--- src/status_block_protection_pkg.sv ---
package status_block_protection_pkg;

  // Array geometry.
  localparam int ADDR_W = 26;
  localparam int SECTOR_W = 10;
  localparam int SECTOR_LSB = 16;
  localparam int BP_W = 4;
  localparam logic [BP_W-1:0] BP_NONE = 4'h0;
  localparam logic [BP_W-1:0] BP_ALL_MIN = 4'hb;

  // Status register layout.
  localparam int SR_W = 8;
  localparam int SR_LOCK = 7;
  localparam int SR_BP_HI = 6;
  localparam int SR_BOTTOM = 5;
  localparam int SR_BP_LO_MSB = 4;
  localparam int SR_BP_LO_LSB = 2;
  localparam int SR_WEL = 1;
  localparam int SR_BUSY = 0;

  // Flag status register layout.
  localparam int FSR_READY = 7;
  localparam int FSR_PROT_ERR = 1;

  // Power-up values of the status fields.
  localparam logic LOCK_RESET = 1'b0;
  localparam logic BOTTOM_RESET = 1'b0;
  localparam logic [BP_W-1:0] BP_RESET = 4'h0;
  localparam logic WEL_RESET = 1'b0;
  localparam logic [SR_W-1:0] BYTE_ZERO = 8'h00;

  typedef enum logic [3:0] {
    cmd_write_enable,
    cmd_write_disable,
    cmd_read_status,
    cmd_write_status,
    cmd_read_flags,
    cmd_clear_flags,
    cmd_program,
    cmd_erase,
    cmd_die_erase
  } cmd_t;

  typedef enum logic [1:0] {
    op_write_status,
    op_program,
    op_erase,
    op_die_erase
  } op_t;

endpackage

--- src/sector_protect_decode.sv ---
`timescale 1ns/1ps
module sector_protect_decode
  import status_block_protection_pkg::*;
#(
  parameter int SECT_W = SECTOR_W
) (
  // Protection setting.
  input wire logic [BP_W-1:0] i_code,
  input wire logic i_bottom,
  // Sector under test.
  input wire logic [SECT_W-1:0] i_sector,
  output logic o_protected
);

  ////////////////////////////////////////////////////////////////////////////

  // Code n from 1 to 10 protects 2^(n-1) sectors from one end of the array; 11 and up protect all.
  function automatic logic in_range(input logic [BP_W-1:0] code,
                                    input logic bottom,
                                    input logic [SECT_W-1:0] sector);
    logic [SECT_W:0] span;
    logic [SECT_W:0] total;
    logic [SECT_W:0] idx;
    span = '0;
    total = '0;
    idx = '0;
    if (code == BP_NONE) begin
      in_range = 1'b0;
    end else if (code >= BP_ALL_MIN) begin
      in_range = 1'b1;
    end else begin
      span = (SECT_W+1)'(1) << (code - 4'h1);
      total = (SECT_W+1)'(1) << SECT_W;
      idx = {1'b0, sector};
      if (bottom) begin
        in_range = idx < span;
      end else begin
        in_range = idx >= (total - span);
      end
    end
  endfunction

  assign o_protected = in_range(i_code, i_bottom, i_sector);

endmodule

--- src/status_block_protection.sv ---
// Functional notes
// - 1024 sectors of 64KB, top at 03FFFFFFh.
// - Read and write status register by command.
// - Lock bit plus low pin refuses status write.
// - Only a high protect pin or a reset ends lock.
// - Bit 7 lock control, zero by default.
// - Bit 5 selects top or bottom start.
// - Protect code in bits 6,4:2 blocks writes.
// - Write-enable latch volatile, clear at power-up.
// - Program, erase, status write need latch set.
// - Bit 0 shows busy during write cycles.
// - Bit 0 is inverse of flag ready.
// - Die erase only with zero protect code.
// - Code n protects 2^(n-1) sectors.
// - Low protect pin keeps selected sectors protected.
// - Protected target: no change, set protection flag.
`timescale 1ns/1ps
module status_block_protection
  import status_block_protection_pkg::*;
#(
  parameter int SECT_W = SECTOR_W,
  parameter int A_W = ADDR_W
) (
  // Clock and reset.
  input wire logic i_core_clk,
  input wire logic i_rst_n,
  // Write-protect pin, low protects.
  input wire logic i_write_protect_n,
  // Decoded commands from the serial front end.
  input wire logic i_cmd_valid,
  input wire status_block_protection_pkg::cmd_t i_cmd,
  input wire logic [A_W-1:0] i_cmd_addr,
  input wire logic [SR_W-1:0] i_cmd_data,
  // Array engine completion.
  input wire logic i_op_done,
  // Register contents.
  output logic [SR_W-1:0] o_status,
  output logic o_flag_ready,
  output logic o_flag_prot_err,
  output logic o_status_locked,
  // Read answers.
  output logic o_rd_valid,
  output logic [SR_W-1:0] o_rd_data,
  // Array engine requests.
  output logic o_op_start,
  output status_block_protection_pkg::op_t o_op_kind,
  output logic [A_W-1:0] o_op_addr,
  output logic o_cmd_refused
);
  import status_block_protection_pkg::*;

  if (SECT_W < 9 || A_W != SECT_W + SECTOR_LSB) begin : g_check
    $error("Geometry cannot hold the protection table.");
  end

  typedef enum logic [1:0] {
    st_idle,
    st_busy
  } state_t;

  ////////////////////////////////////////////////////////////////////////////
  // Reset release and pin synchronisers.

  logic rst_meta;
  logic rst_n;
  logic wp_meta;
  logic wp_sync;

  always_ff @(posedge i_core_clk or negedge i_rst_n) begin
    if (!i_rst_n) begin
      rst_meta <= 1'b0;
      rst_n <= 1'b0;
    end else begin
      rst_meta <= 1'b1;
      rst_n <= rst_meta;
    end
  end

  // The pin rises to "unprotected", so the safe reset value is low.
  always_ff @(posedge i_core_clk or negedge rst_n) begin
    if (!rst_n) begin
      wp_meta <= 1'b0;
      wp_sync <= 1'b0;
    end else begin
      wp_meta <= i_write_protect_n;
      wp_sync <= wp_meta;
    end
  end

  ////////////////////////////////////////////////////////////////////////////
  // Register state.

  state_t state;
  state_t next_state;
  logic lock_bit;
  logic bottom;
  logic [BP_W-1:0] bp_code;
  logic wel;
  logic prot_err;
  logic [SR_W-1:0] pend_data;
  op_t pend_kind;
  logic sector_prot;

  ////////////////////////////////////////////////////////////////////////////
  // Command decode.

  wire logic busy = (state == st_busy);
  wire logic hw_locked = lock_bit & ~wp_sync;
  wire logic [SECT_W-1:0] cmd_sector =
    i_cmd_addr[SECTOR_LSB +: SECT_W];
  wire logic is_wren = i_cmd_valid && i_cmd == cmd_write_enable;
  wire logic is_wrdi = i_cmd_valid && i_cmd == cmd_write_disable;
  wire logic is_rdsr = i_cmd_valid && i_cmd == cmd_read_status;
  wire logic is_rdfs = i_cmd_valid && i_cmd == cmd_read_flags;
  wire logic is_clfs = i_cmd_valid && i_cmd == cmd_clear_flags;
  wire logic is_wrsr = i_cmd_valid && i_cmd == cmd_write_status;
  wire logic is_prog = i_cmd_valid && i_cmd == cmd_program;
  wire logic is_erase = i_cmd_valid && i_cmd == cmd_erase;
  wire logic is_die = i_cmd_valid && i_cmd == cmd_die_erase;
  wire logic is_write_op = is_wrsr | is_prog | is_erase | is_die;

  // Program and erase are refused against a protected target. The
  // pin does not relax software protection; it only adds the lock.
  wire logic prot_hit = (is_prog | is_erase) & sector_prot;
  wire logic die_blocked = is_die & (bp_code != BP_NONE);
  wire logic wrsr_blocked = is_wrsr & hw_locked;

  // Every write type needs idle and a set latch, else it is refused.
  wire logic write_ok = is_write_op & ~busy & wel;
  wire logic accept = write_ok & ~prot_hit & ~die_blocked & ~wrsr_blocked;
  wire logic refuse_latched = write_ok & ~accept;
  wire logic refuse = (is_write_op & ~accept) | (busy & is_wren);
  wire logic done = busy & i_op_done;

  // Reads return the live byte, which includes the busy bit.
  wire logic [SR_W-1:0] status_byte = pack_status(lock_bit, bottom,
                                                   bp_code, wel, busy);
  wire logic [SR_W-1:0] flag_byte = pack_flags(~busy, prot_err);

  wire op_t accept_kind = is_wrsr ? op_write_status :
                          is_prog ? op_program :
                          is_erase ? op_erase : op_die_erase;

  ////////////////////////////////////////////////////////////////////////////
  // Byte packing; the status byte is shared by the read path and the status output, the flag byte is built for reads only.

  function automatic logic [SR_W-1:0] pack_status(
      input logic lock, input logic bot, input logic [BP_W-1:0] bp,
      input logic latch, input logic bsy);
    logic [SR_W-1:0] b;
    b = BYTE_ZERO;
    b[SR_LOCK] = lock;
    b[SR_BP_HI] = bp[BP_W-1];
    b[SR_BOTTOM] = bot;
    b[SR_BP_LO_MSB:SR_BP_LO_LSB] = bp[BP_W-2:0];
    b[SR_WEL] = latch;
    b[SR_BUSY] = bsy;
    pack_status = b;
  endfunction

  function automatic logic [SR_W-1:0] pack_flags(input logic rdy,
                                                 input logic perr);
    logic [SR_W-1:0] b;
    b = BYTE_ZERO;
    b[FSR_READY] = rdy;
    b[FSR_PROT_ERR] = perr;
    pack_flags = b;
  endfunction

  ////////////////////////////////////////////////////////////////////////////
  // Sector protection lookup.

  sector_protect_decode #(
    .SECT_W(SECT_W)
  ) u_decode (
    .i_code(bp_code),
    .i_bottom(bottom),
    .i_sector(cmd_sector),
    .o_protected(sector_prot)
  );

  ////////////////////////////////////////////////////////////////////////////
  // Next-state logic.

  always_comb begin
    next_state = state;
    unique case (state)
      st_idle: begin
        if (accept) begin
          next_state = st_busy;
        end
      end
      st_busy: begin
        if (i_op_done) begin
          next_state = st_idle;
        end
      end
    endcase
  end

  wire logic next_wel =
    (done | refuse_latched | is_wrdi) ? 1'b0 :
    (is_wren & ~busy) ? 1'b1 : wel;

  // A new error wins over a clear landing in the same cycle.
  wire logic next_prot_err =
    (prot_hit & write_ok) | (die_blocked & write_ok) ? 1'b1 :
    is_clfs ? 1'b0 : prot_err;

  ////////////////////////////////////////////////////////////////////////////
  // State and status bits.

  // Reset stands in for power-up: the nonvolatile bits come back at
  // their defaults since no array copy of them exists in this block.
  always_ff @(posedge i_core_clk or negedge rst_n) begin
    if (!rst_n) begin
      state <= st_idle;
      wel <= WEL_RESET;
      prot_err <= 1'b0;
    end else begin
      state <= next_state;
      wel <= next_wel;
      prot_err <= next_prot_err;
    end
  end

  // The new byte is committed when the cycle finishes, so a read
  // during the cycle still shows the old protection.
  wire logic commit = done && pend_kind == op_write_status;
  wire logic next_lock = commit ? pend_data[SR_LOCK] : lock_bit;
  wire logic next_bottom = commit ? pend_data[SR_BOTTOM] : bottom;
  // The output byte is built from these next values, so the new
  // protection shows in the same cycle as the busy bit falls.
  wire logic [BP_W-1:0] next_bp = commit ?
    {pend_data[SR_BP_HI], pend_data[SR_BP_LO_MSB:SR_BP_LO_LSB]} :
    bp_code;

  always_ff @(posedge i_core_clk or negedge rst_n) begin
    if (!rst_n) begin
      lock_bit <= LOCK_RESET;
      bottom <= BOTTOM_RESET;
      bp_code <= BP_RESET;
    end else begin
      lock_bit <= next_lock;
      bottom <= next_bottom;
      bp_code <= next_bp;
    end
  end

  always_ff @(posedge i_core_clk or negedge rst_n) begin
    if (!rst_n) begin
      pend_data <= BYTE_ZERO;
      pend_kind <= op_write_status;
    end else if (accept) begin
      pend_data <= i_cmd_data;
      pend_kind <= accept_kind;
    end
  end

  ////////////////////////////////////////////////////////////////////////////
  // Outputs.

  always_ff @(posedge i_core_clk or negedge rst_n) begin
    if (!rst_n) begin
      o_status <= BYTE_ZERO;
      o_flag_ready <= 1'b1;
      o_flag_prot_err <= 1'b0;
      o_status_locked <= 1'b0;
    end else begin
      o_status <= pack_status(next_lock, next_bottom, next_bp, next_wel,
                              next_state == st_busy);
      o_flag_ready <= next_state != st_busy;
      o_flag_prot_err <= next_prot_err;
      o_status_locked <= hw_locked;
    end
  end

  always_ff @(posedge i_core_clk or negedge rst_n) begin
    if (!rst_n) begin
      o_rd_valid <= 1'b0;
      o_rd_data <= BYTE_ZERO;
    end else begin
      o_rd_valid <= is_rdsr | is_rdfs;
      o_rd_data <= is_rdsr ? status_byte :
                   is_rdfs ? flag_byte : BYTE_ZERO;
    end
  end

  always_ff @(posedge i_core_clk or negedge rst_n) begin
    if (!rst_n) begin
      o_op_start <= 1'b0;
      o_op_kind <= op_write_status;
      o_op_addr <= '0;
      o_cmd_refused <= 1'b0;
    end else begin
      o_op_start <= accept;
      o_op_kind <= accept ? accept_kind : o_op_kind;
      o_op_addr <= accept ? i_cmd_addr : o_op_addr;
      o_cmd_refused <= refuse;
    end
  end

endmodule

--- config.mk ---
export PLATFORM = sky130hd
export DESIGN_NAME = status_block_protection
export DESIGN_NICKNAME = d
export VERILOG_FILES = /design/src/status_block_protection_pkg.sv /design/src/sector_protect_decode.sv /design/src/status_block_protection.sv
export SDC_FILE = /design/constraint.sdc
export NUM_CORES = 1
export LEC_CHECK = 0
export ABC_AREA = 1
export ABC_CLOCK_PERIOD_IN_PS = 3700
export BUFFER_PORTS_ARGS = -buffer_cell sky130_fd_sc_hd__buf_2
export CORE_UTILIZATION = 45
export CTS_BUF_LIST = sky130_fd_sc_hd__clkbuf_8
export CTS_CLUSTER_SIZE = 12
export DETAILED_ROUTE_END_ITERATION = 10
export MAX_ROUTING_LAYER = met4
export PLACE_DENSITY_LB_ADDON = 0.15
export SYNTH_ARGS = -nofsm -noshare
export SYNTH_HDL_FRONTEND = slang
export SYNTH_SLANG_ARGS = --single-unit
--- constraint.sdc ---
create_clock -name i_core_clk -period 3.7 [get_ports i_core_clk]
set_clock_uncertainty 0.15 [all_clocks]
set_input_delay 0.74 -clock i_core_clk [delete_from_list [all_inputs] [get_ports i_core_clk]]
set_output_delay 0.74 -clock i_core_clk [all_outputs]
set_load 0.05 [all_outputs]
* Word-level counts from Yosys, hierarchy flattened
Index checks and enable logic that the tools add are counted.
** Storage, ports and cells
- Register bits after elaboration :: 71
- Input bits :: 43
- Word-level logic and storage cells :: 102
** Cells by class
- Add/sub/neg operators :: 2
- $lt $le $gt $ge :: 3
- Equality and inequality tests :: 11
- Shift-type cells :: 1
- Muxes and demuxes :: 18
- Bitwise gates (word level) :: 31
- Reduce and logical (&&, ||, !) cells :: 16
** Operator list (count)
- 1-bit bitwise AND :: 16
- 4-bit by 3-bit == test with 1-bit output (second input constant) :: 4
- 8-bit two-way mux :: 2
- 10-bit by 11-bit greater-or-equal comparator with 1-bit output :: 1
- 10-bit by 11-bit < comparator with 1-bit output :: 1
- 1-bit by 4-bit left shift with 11-bit output (first input constant) :: 1
- 11-bit subtractor (first input constant) :: 1
- 1-bit logical AND :: 10
- 1-bit two-way mux :: 10
- 1-bit OR :: 9
- 4-bit by 2-bit == test with 1-bit output (second input constant) :: 2
- 4-bit zero test :: 2
- 2-bit two-way mux :: 4
- 1-bit inverter :: 6
- 2-bit by 1-bit == test with 1-bit output (second input constant) :: 2
- 4-bit by 1-bit == test with 1-bit output (second input constant) :: 1
- 4-bit == test (second input constant) :: 1
- 4-bit greater-or-equal comparator (second input constant) :: 1
- 2-bit zero test :: 2
- 4-bit two-way mux :: 1
- 2-bit case mux with 2 select lines :: 1
- 4-bit nonzero test :: 1
- 4-bit by 1-bit subtractor with 4-bit output (second input constant) :: 1
- 2-bit by 1-bit inequality test with 1-bit output (second input constant) :: 1
- 2-bit nonzero test :: 1

* Depth between registers and ports, before layout
Gate-level depths: netlist of the first run.
- Depth after elaboration :: 17
- Gate-level depth with buffers :: 27

* Modules after synthesis
A second synthesis of the first run with hierarchy kept.
** Unflattened totals
- Cell total of the unflattened synthesis :: 395
- Area total of the unflattened synthesis :: 3199.3 µm²
** Modules (own cells, without submodules)
- status_block_protection :: times used 1, cells an instance 269, area each 2479.9 µm², seq. area each 1552.7 µm²
- sector_protect_decode :: times used 1, cells an instance 126, area each 719.4 µm², seq. area each 0.0 µm²

* Worst setup path after synthesis of the first run
OpenSTA, ideal clock, no wires.
- Kind :: register to register
- Start :: reg, netlist name o_status[3]
- End :: reg o_op_addr[10]
- Setup time :: 118 ps
- Arrival time :: 3081 ps
- Required time :: 3432 ps
- Setup slack :: 352 ps
- Cell stages (with the launch flop) :: 27
- Buffers on the path :: 3
- Clock period less this slack :: 3348 ps
- Cells stage by stage :: dfrtp_1 buf_2 inv_1 nor2_1 nand2_1 ha_1 inv_1 nor2_1 inv_1 a21oi_1 o21bai_1 ha_1 nand2_1 o21ai_0 nor2_1 nand2_1 nand3_1 nand2_1 nand2_1 nand2_2 nand2_2 nand3_4 inv_2 buf_6 buf_12 nand2_2 nand2_1
** RTL lines
- end signal: assignment :: line status_block_protection.sv:298 : o_op_addr <= accept ? i_cmd_addr : o_op_addr;
- end: declaration :: line status_block_protection.sv:47 : output logic [A_W-1:0] o_op_addr,

==> results of run 1 <==
[through the flow]
step | utilization, % | std cells
final | 59.2 | 549
after global routing | 59.2 | 549
after CTS | 58.8 | 547
after detailed placement | 55.5 | 531
after global placement | 55.5 | 531
after floorplan | - | 371
[logic make-up after synthesis]
group	share of synthesized area [%]
AO/OA/AOI/OAI	7.63
XOR/XNOR	0.283
adder cells (fa/ha/maj)	7.67
buffers and inverters	8.03
flip-flops	50.1
other	0.121
AND/OR/NAND/NOR	26.2
[sequential cells by signal (all words and copies together), names as in the netlist, 2 cells and up]
register / count
o_op_kind: 2
pend_data: 6
o_rd_data: 8
state: 2
o_op_addr: 26
o_status: 7
[per-layer routing]
| metal | vias to the layer above | wire length, um | track usage (%) |
|---|---|---|---|
| met5 | - | 0 | - |
| met4 | 0 | 79 | 5.70 |
| met3 | 9 | 389 | 4.96 |
| met2 | 83 | 3150 | 32.6 |
| met1 | 1217 | 3150 | 25.7 |
| li1 | 1367 | - | - |
[power by group]
group	internal [W]	switching, W
Sequential	0.000902	0.000130
Combinational	0.000469	0.00127
Clock	0.000348	0.000263
Total	0.00172	0.00166
[repair_timing]
item	CTS	global route
setup buffers	0	2
setup endpoints to repair	2	40
gates resized for setup	1	5
pin swaps	0	0
[area by class of cell]
class	instances	area, sq um
flip-flops and latches	62	1560
multi-input cells	256	1300
clock inverters	5	58.8
inverters	40	158
well taps	77	96.3
fillers	629	2650
clock buffers	11	151
repair buffers	98	527
[cells in the final DEF (no fill, tap or decap), types with 2 or more instances in the layout]
cell and instances:
nand3_1 9, nand2_1 125, a31oi_1 2, dfrtp_2 2, buf_2 90, nor3_1 4
nand4_1 5, a21oi_1 10, clkinv_4 2, ha_1 19, inv_1 38, o21ai_0 29
dfrtp_1 59, nor2_1 27, nor2_2 3, a21o_1 2, clkbuf_8 11, buf_4 6
nand2_2 12, inv_2 2, nand3b_1 2
[how the worst max path moves through the flow]
stage | endpoint
after floorplan | o_op_addr[10]
after global placement | pend_data[7]
after detailed placement | pend_data[3]
after CTS | pend_data[3]
after global routing | pend_data[2]
final | pend_data[3]
==> impl_metrics.xml, run 1 <==
<?xml version="1.0" encoding="UTF-8"?>
<metrics>
  <group name="sta">
    <metric name="whs" unit="ns">0.0295</metric>
    <metric name="hold_viol" unit="">0</metric>
    <metric name="fmaxAchievable" unit="MHz">295</metric>
    <metric name="timing.setup.tns" unit="ns">0</metric>
    <metric name="fin_crit_sh" unit="%">91.6</metric>
    <metric name="grt_setup_unrepaired" unit="">false</metric>
    <metric name="drv_slew" unit="">0</metric>
    <metric name="slew_worst_pin" unit="ns">0.855</metric>
    <metric name="setup_viol" unit="">0</metric>
    <metric name="slew_headroom" unit="%">43.0</metric>
    <metric name="post-route-worst-setup-slack" unit="ns">0.311</metric>
    <metric name="timing.final.crit_period" unit="ns">3.39</metric>
  </group>
  <group name="logic_synthesis">
    <metric name="post-synth-top-count-cell" unit="">nand2_1</metric>
    <metric name="dominantRegCellSynth" unit="">dfrtp_1</metric>
    <metric name="syn-cell-area" unit="sq mm">0.00310</metric>
    <metric name="synth.yosys.seq_area_share" unit="%">50.1</metric>
    <metric name="netlist_top_cells_area" unit="">dfrtp_1 49%, nand2_1 15%, ha_1 7.7%</metric>
    <metric name="count_of_flip_flops_with_a_built_in_enable_after_synthesis" unit="">0</metric>
    <metric name="postSynthAreaPerCell" unit="sq um">8.36</metric>
    <metric name="netlist-cell-type-count" unit="">29</metric>
    <metric name="synth_top_cells_by_count" unit="">125 x nand2_1, 61 x dfrtp_1, 37 x inv_1</metric>
    <metric name="ys_async_sr_fraction" unit="%">100</metric>
    <metric name="yosysWarningCount" unit="">0</metric>
    <metric name="synth_top_cell_by_area" unit="">dfrtp_1</metric>
    <metric name="yosys.area.top_type_share" unit="%">49.2</metric>
    <metric name="netlist_instances" unit="">371</metric>
    <metric name="synth.ff_latch_count" unit="">62</metric>
    <metric name="synth.net_count" unit="">433</metric>
  </group>
  <group name="cts">
    <metric name="clockRootBuffer" unit="">clkbuf_8</metric>
    <metric name="cts_htree_levels" unit="">3</metric>
    <metric name="worstSkewPairLatency" unit="ns">0.33</metric>
    <metric name="ctsHoldBuffers" unit="">0</metric>
    <metric name="clock_path_buffers" unit="">2</metric>
    <metric name="clock-sinks" unit="">62</metric>
    <metric name="clk_transition_reported_paths" unit="ns">0.07</metric>
    <metric name="cts_made_buffers" unit="">9</metric>
    <metric name="cts_tree" unit="">built</metric>
  </group>
  <group name="die">
    <metric name="fp.dieArea" unit="sq mm">0.00723</metric>
    <metric name="dieHeight" unit="um">85.0</metric>
    <metric name="placement_rows" unit="">29</metric>
    <metric name="core_area" unit="sq mm">0.00649</metric>
    <metric name="floorplan.io_pins" unit="">93</metric>
    <metric name="die_x" unit="um">85.0</metric>
    <metric name="initial_utilization" unit="%">47.7</metric>
  </group>
  <group name="routing">
    <metric name="drt_drc_violations_left" unit="">0</metric>
    <metric name="ant_nets" unit="">0</metric>
    <metric name="drt-wirelength-per-cell" unit="um">12.3</metric>
    <metric name="finalWirelength" unit="um">6770</metric>
    <metric name="routed-via-count" unit="">2676</metric>
    <metric name="first_pass_iters" unit="">4</metric>
    <metric name="drtIter0Drc" unit="">71</metric>
    <metric name="post_dr_vias_cell" unit="">4.87</metric>
  </group>
  <group name="critical_path">
    <metric name="critical_path.startpoint" unit="">o_status[3]</metric>
    <metric name="worstSetupEndpointType" unit="">flop</metric>
    <metric name="crit_path_frequent_cell" unit="">nand2_1</metric>
    <metric name="cell_by_cell_listing_of_the_critical_path" unit="">inv_1 &gt; nor2_1 &gt; nand2_1 &gt; ha_1 &gt; inv_1 &gt; nor2_2 &gt; inv_1 &gt; a21oi_1 &gt; o21ai_0 &gt; o21ai_0 &gt; ha_1 &gt; a21o_1 &gt; a21oi_1 &gt; nand2_1 &gt; nand2_1 &gt; nand2_2 &gt; nand2_2 &gt; nand3_4 &gt; inv_8 &gt; buf_12 &gt; nand2_1 &gt; o21ai_0</metric>
    <metric name="worst_path_dominant_cell_family" unit="">simple AND/OR/NAND/NOR gates</metric>
    <metric name="cp_slowest_cell" unit="">dfrtp_2</metric>
    <metric name="ff2ff_setup_slack" unit="ns">0.31</metric>
    <metric name="timing.critical_path.depth" unit="">22</metric>
    <metric name="path_class" unit="">reg2reg</metric>
    <metric name="rr_startpoint" unit="">o_status[3]</metric>
    <metric name="worst_r2r_path_depth" unit="">22</metric>
    <metric name="cp-start-kind" unit="">flop</metric>
    <metric name="critical_path_buf_inv_count" unit="">5</metric>
    <metric name="data_arrival_time_of_the_critical_path" unit="ns">3.49</metric>
    <metric name="critical_path_required" unit="ns">3.80</metric>
    <metric name="reg2reg_to" unit="">pend_data[3]</metric>
    <metric name="cp_slowest_stage_delay" unit="ns">0.47</metric>
    <metric name="timing.critical_path.fanout_max" unit="">25</metric>
  </group>
  <group name="grt">
    <metric name="grt_pass1_vias" unit="">2390</metric>
    <metric name="maximum_number_of_pins_on_one_net_before_global_route_repair" unit="">40</metric>
    <metric name="number_of_antenna_violations_at_the_first_check_in_global_routing" unit="">0</metric>
    <metric name="globalRouteOverflowTotal" unit="">0</metric>
    <metric name="grtUsageTotal" unit="%">20.3</metric>
    <metric name="grt_first_pass_wirelength" unit="um">11100</metric>
  </group>
  <group name="power_and_ir_drop">
    <metric name="total_power" unit="W">0.00338</metric>
    <metric name="power_per_cell_area" unit="mW/mm^2">879</metric>
    <metric name="leakage_power" unit="nW">2.21</metric>
    <metric name="vdd.ir_drop.worst" unit="V">0.000446</metric>
  </group>
  <group name="placement">
    <metric name="dp_slack" unit="ns">0.0342</metric>
    <metric name="place_area" unit="sq mm">0.00361</metric>
    <metric name="gpl.final_weighted_congestion" unit="">0.912</metric>
    <metric name="port_buffers" unit="">90</metric>
    <metric name="dp.final_hpwl" unit="um">5090</metric>
  </group>
  <group name="run">
    <metric name="max_cap_viol_count" unit="">0</metric>
  </group>
  <group name="final_layout">
    <metric name="relative_area_change_from_synthesis_to_final_layout" unit="%">24.1</metric>
    <metric name="antenna_cells" unit="">0</metric>
    <metric name="design_area" unit="sq mm">0.00385</metric>
    <metric name="final_layout_size_suffix_gt1_share" unit="%">29.0</metric>
    <metric name="nets" unit="">529</metric>
  </group>
  <group name="worst_hold_path">
    <metric name="hp-class" unit="">in2async</metric>
  </group>
  <group name="run_status">
    <metric name="run_status" unit="">finished, final reports clean</metric>
  </group>
</metrics>
Power figures use the tool's default switching activity.
==> run 2, diff against run 1 <==
--- a/config.mk
+++ b/config.mk
@@ -8,10 +8,13 @@
 export ABC_AREA = 1
 export ABC_CLOCK_PERIOD_IN_PS = 3700
 export BUFFER_PORTS_ARGS = -buffer_cell sky130_fd_sc_hd__buf_2
-export CORE_UTILIZATION = 45
+export CELL_PAD_IN_SITES_DETAIL_PLACEMENT = 1
+export CELL_PAD_IN_SITES_GLOBAL_PLACEMENT = 1
+export CORE_UTILIZATION = 42
 export CTS_BUF_LIST = sky130_fd_sc_hd__clkbuf_8
 export CTS_CLUSTER_SIZE = 12
 export DETAILED_ROUTE_END_ITERATION = 10
+export HOLD_SLACK_MARGIN = 0.03
 export MAX_ROUTING_LAYER = met4
 export PLACE_DENSITY_LB_ADDON = 0.15
 export SYNTH_ARGS = -nofsm -noshare
==> run 2 against run 1 <==
Maximum frequency up 0.59%. Sequential share of layout area is 0.36 points lower. Worst setup slack improved by 0.020 ns. Routed wire length up 16%. Combinational power increased by 2%. Die area up 7.0%. Power rose by 0.38%. Via count increased by 3.3%. Worst hold slack improved by 0.18 ns. Final cell count rose by 4.4%.
==> impl_metrics.xml, run 2 (synthesis results as in run 1) <==
<?xml version="1.0" encoding="UTF-8"?>
<metrics>
  <group name="power_and_ir_drop">
    <metric name="leakage_power" unit="nW">2.23</metric>
    <metric name="total_power" unit="W">0.00340</metric>
    <metric name="vdd.ir_drop.worst" unit="V">0.000445</metric>
    <metric name="power_per_cell_area" unit="mW/mm^2">875</metric>
  </group>
  <group name="final_layout">
    <metric name="nets" unit="">534</metric>
    <metric name="final_common_cell" unit="">nand2_1</metric>
    <metric name="relative_area_change_from_synthesis_to_final_layout" unit="%">25.2</metric>
    <metric name="layout.cells.most_common_list" unit="">125 x nand2_1, 90 x buf_2, 59 x dfrtp_1</metric>
    <metric name="largestRegisters" unit="">o_op_addr (26), o_rd_data (8), o_status (7)</metric>
    <metric name="final_layout_size_suffix_gt1_share" unit="%">29.6</metric>
    <metric name="largest_reg_flops" unit="">26</metric>
    <metric name="final_util" unit="%">55.9</metric>
    <metric name="antenna_cells" unit="">0</metric>
    <metric name="largest-register" unit="">o_op_addr</metric>
  </group>
  <group name="routing">
    <metric name="first_pass_iters" unit="">4</metric>
    <metric name="route.met3.wl" unit="um">394</metric>
    <metric name="drt-wirelength-per-cell" unit="um">13.7</metric>
    <metric name="ant_nets" unit="">0</metric>
    <metric name="routed-via-count" unit="">2763</metric>
    <metric name="drt_drc_violations_left" unit="">0</metric>
    <metric name="met2RoutedLength" unit="um">3900</metric>
    <metric name="post_dr_vias_cell" unit="">4.82</metric>
    <metric name="finalWirelength" unit="um">7830</metric>
    <metric name="top_layer" unit="">met4</metric>
    <metric name="wl_met1" unit="um">3390</metric>
    <metric name="drtIter0Drc" unit="">39</metric>
  </group>
  <group name="die">
    <metric name="dieHeight" unit="um">87.9</metric>
    <metric name="fp.dieArea" unit="sq mm">0.00773</metric>
    <metric name="floorplan.io_pins" unit="">93</metric>
    <metric name="die_x" unit="um">87.9</metric>
    <metric name="core_area" unit="sq mm">0.00694</metric>
    <metric name="initial_utilization" unit="%">44.6</metric>
    <metric name="placement_rows" unit="">30</metric>
  </group>
  <group name="cts">
    <metric name="clk_transition_reported_paths" unit="ns">0.07</metric>
    <metric name="clock_path_buffers" unit="">2</metric>
    <metric name="cts_made_buffers" unit="">9</metric>
    <metric name="cts_tree" unit="">built</metric>
    <metric name="clockRootBuffer" unit="">clkbuf_8</metric>
    <metric name="cts_htree_levels" unit="">3</metric>
    <metric name="clock-sinks" unit="">62</metric>
    <metric name="worstSkewPairLatency" unit="ns">0.34</metric>
  </group>
  <group name="critical_path">
    <metric name="rr_startpoint" unit="">o_status[2]</metric>
    <metric name="cp_slowest_cell" unit="">dfrtp_2</metric>
    <metric name="path_class" unit="">reg2reg</metric>
    <metric name="worstSetupEndpointType" unit="">flop</metric>
    <metric name="reg2reg_to" unit="">o_op_addr[0]</metric>
    <metric name="cp-start-kind" unit="">flop</metric>
    <metric name="cp_slowest_stage_delay" unit="ns">0.46</metric>
    <metric name="critical_path.startpoint" unit="">o_status[2]</metric>
    <metric name="timing.critical_path.fanout_max" unit="">11</metric>
    <metric name="cell_by_cell_listing_of_the_critical_path" unit="">inv_1 &gt; nor2_2 &gt; nand2_1 &gt; ha_1 &gt; inv_1 &gt; nor2_2 &gt; nand2_1 &gt; xnor2_1 &gt; inv_1 &gt; ha_1 &gt; a21oi_1 &gt; o21ai_0 &gt; nor2_1 &gt; nand2_1 &gt; nand3_1 &gt; nand2_1 &gt; nand2_1 &gt; nand2_2 &gt; nand2_2 &gt; nand3_4 &gt; buf_4 &gt; buf_4 &gt; nand2_1 &gt; nand2_1</metric>
    <metric name="crit_path_frequent_cell" unit="">nand2_1</metric>
    <metric name="data_arrival_time_of_the_critical_path" unit="ns">3.45</metric>
    <metric name="critical_path_required" unit="ns">3.78</metric>
    <metric name="crit_path_to" unit="">o_op_addr[0]</metric>
    <metric name="ff2ff_setup_slack" unit="ns">0.33</metric>
    <metric name="worst_r2r_path_depth" unit="">24</metric>
  </group>
  <group name="sta">
    <metric name="drv_slew" unit="">0</metric>
    <metric name="slew_headroom" unit="%">36.6</metric>
    <metric name="fmaxAchievable" unit="MHz">297</metric>
    <metric name="slew_worst_pin" unit="ns">0.951</metric>
    <metric name="timing.final.crit_period" unit="ns">3.37</metric>
    <metric name="hold_viol" unit="">0</metric>
    <metric name="fin_crit_sh" unit="%">91.1</metric>
    <metric name="whs" unit="ns">0.212</metric>
    <metric name="grt_setup_unrepaired" unit="">false</metric>
    <metric name="setup_viol" unit="">0</metric>
    <metric name="post-route-worst-setup-slack" unit="ns">0.330</metric>
    <metric name="timing.setup.tns" unit="ns">0</metric>
  </group>
  <group name="run">
    <metric name="max_cap_viol_count" unit="">0</metric>
  </group>
  <group name="grt">
    <metric name="globalRouteOverflowTotal" unit="">0</metric>
    <metric name="maximum_number_of_pins_on_one_net_before_global_route_repair" unit="">45</metric>
    <metric name="grt_first_pass_wirelength" unit="um">12800</metric>
    <metric name="grt_pass1_vias" unit="">2750</metric>
    <metric name="grtUsageTotal" unit="%">22.8</metric>
    <metric name="number_of_antenna_violations_at_the_first_check_in_global_routing" unit="">0</metric>
  </group>
  <group name="run_status">
    <metric name="run_status" unit="">finished, final reports clean</metric>
  </group>
  <group name="placement">
    <metric name="dp.final_hpwl" unit="um">5970</metric>
    <metric name="gpl.final_weighted_congestion" unit="">0.852</metric>
    <metric name="port_buffers" unit="">90</metric>
    <metric name="dp_slack" unit="ns">0.0849</metric>
  </group>
  <group name="worst_hold_path">
    <metric name="hp-class" unit="">reg2reg</metric>
  </group>
</metrics>
[run 2: repair_timing]
action	4_1_cts	5_1_grt
endpoints found under the hold margin	2	0
endpoints found under the setup margin	0	35
buffers inserted	0	3
resized for setup	0	3
hold buffers	1	0
[run 2: worst min-delay path by stage]
stage	startpoint	to	depth (start not counted)
2_1_floorplan	rst_meta	rst_n	0
3_3_place_gp	wp_meta	wp_sync	0
3_5_place_dp	wp_meta	wp_sync	0
4_1_cts	wp_meta	wp_sync	0
5_1_grt	wp_meta	wp_sync	0
6_report	wp_meta	wp_sync	0
[run 2: metrics by stage]
stage | cells | instance area [sq um]
finish | 573 | 3880
global route | 573 | 3880
CTS | 570 | 3840
detailed placement | 553 | 3640
global placement | 553 | 3640
floorplan | 371 | 3100
[run 2: per-layer routing]
layer,vias to the layer above,global-route usage (%)
met1,1308,26.7
met4,0,8.05
met5,-,-
met3,13,6.13
met2,71,37.6
li1,1371,-
[run 2: cell type report]
| type | instances | area, sq um |
|---|---|---|
| Fill cell | 895 | 3060 |
| Sequential cell | 62 | 1560 |
| Multi-Input combinational cell | 256 | 1300 |
| Timing Repair Buffer | 103 | 567 |
| Inverter | 40 | 150 |
| Clock buffer | 9 | 124 |
| Tap cell | 96 | 120 |
| Clock inverter | 7 | 65.1 |
[run 2: critical path, delay by kind of cell, from the launching register on]
family	cells	cell delay (ns)
XOR/XNOR	1	0.14
AND/OR/NAND/NOR	14	1.14
flip-flops	1	0.46
AO/OA/AOI/OAI	2	0.26
adder cells (fa/ha/maj)	2	0.48
buffers and inverters	5	0.62
[run 2: power breakdown]
part           total [W]  switching (W)  internal, W
clock network   0.000581       0.000274     0.000307
logic            0.00178        0.00130     0.000479
registers        0.00103       0.000129     0.000902
total            0.00340        0.00171      0.00169
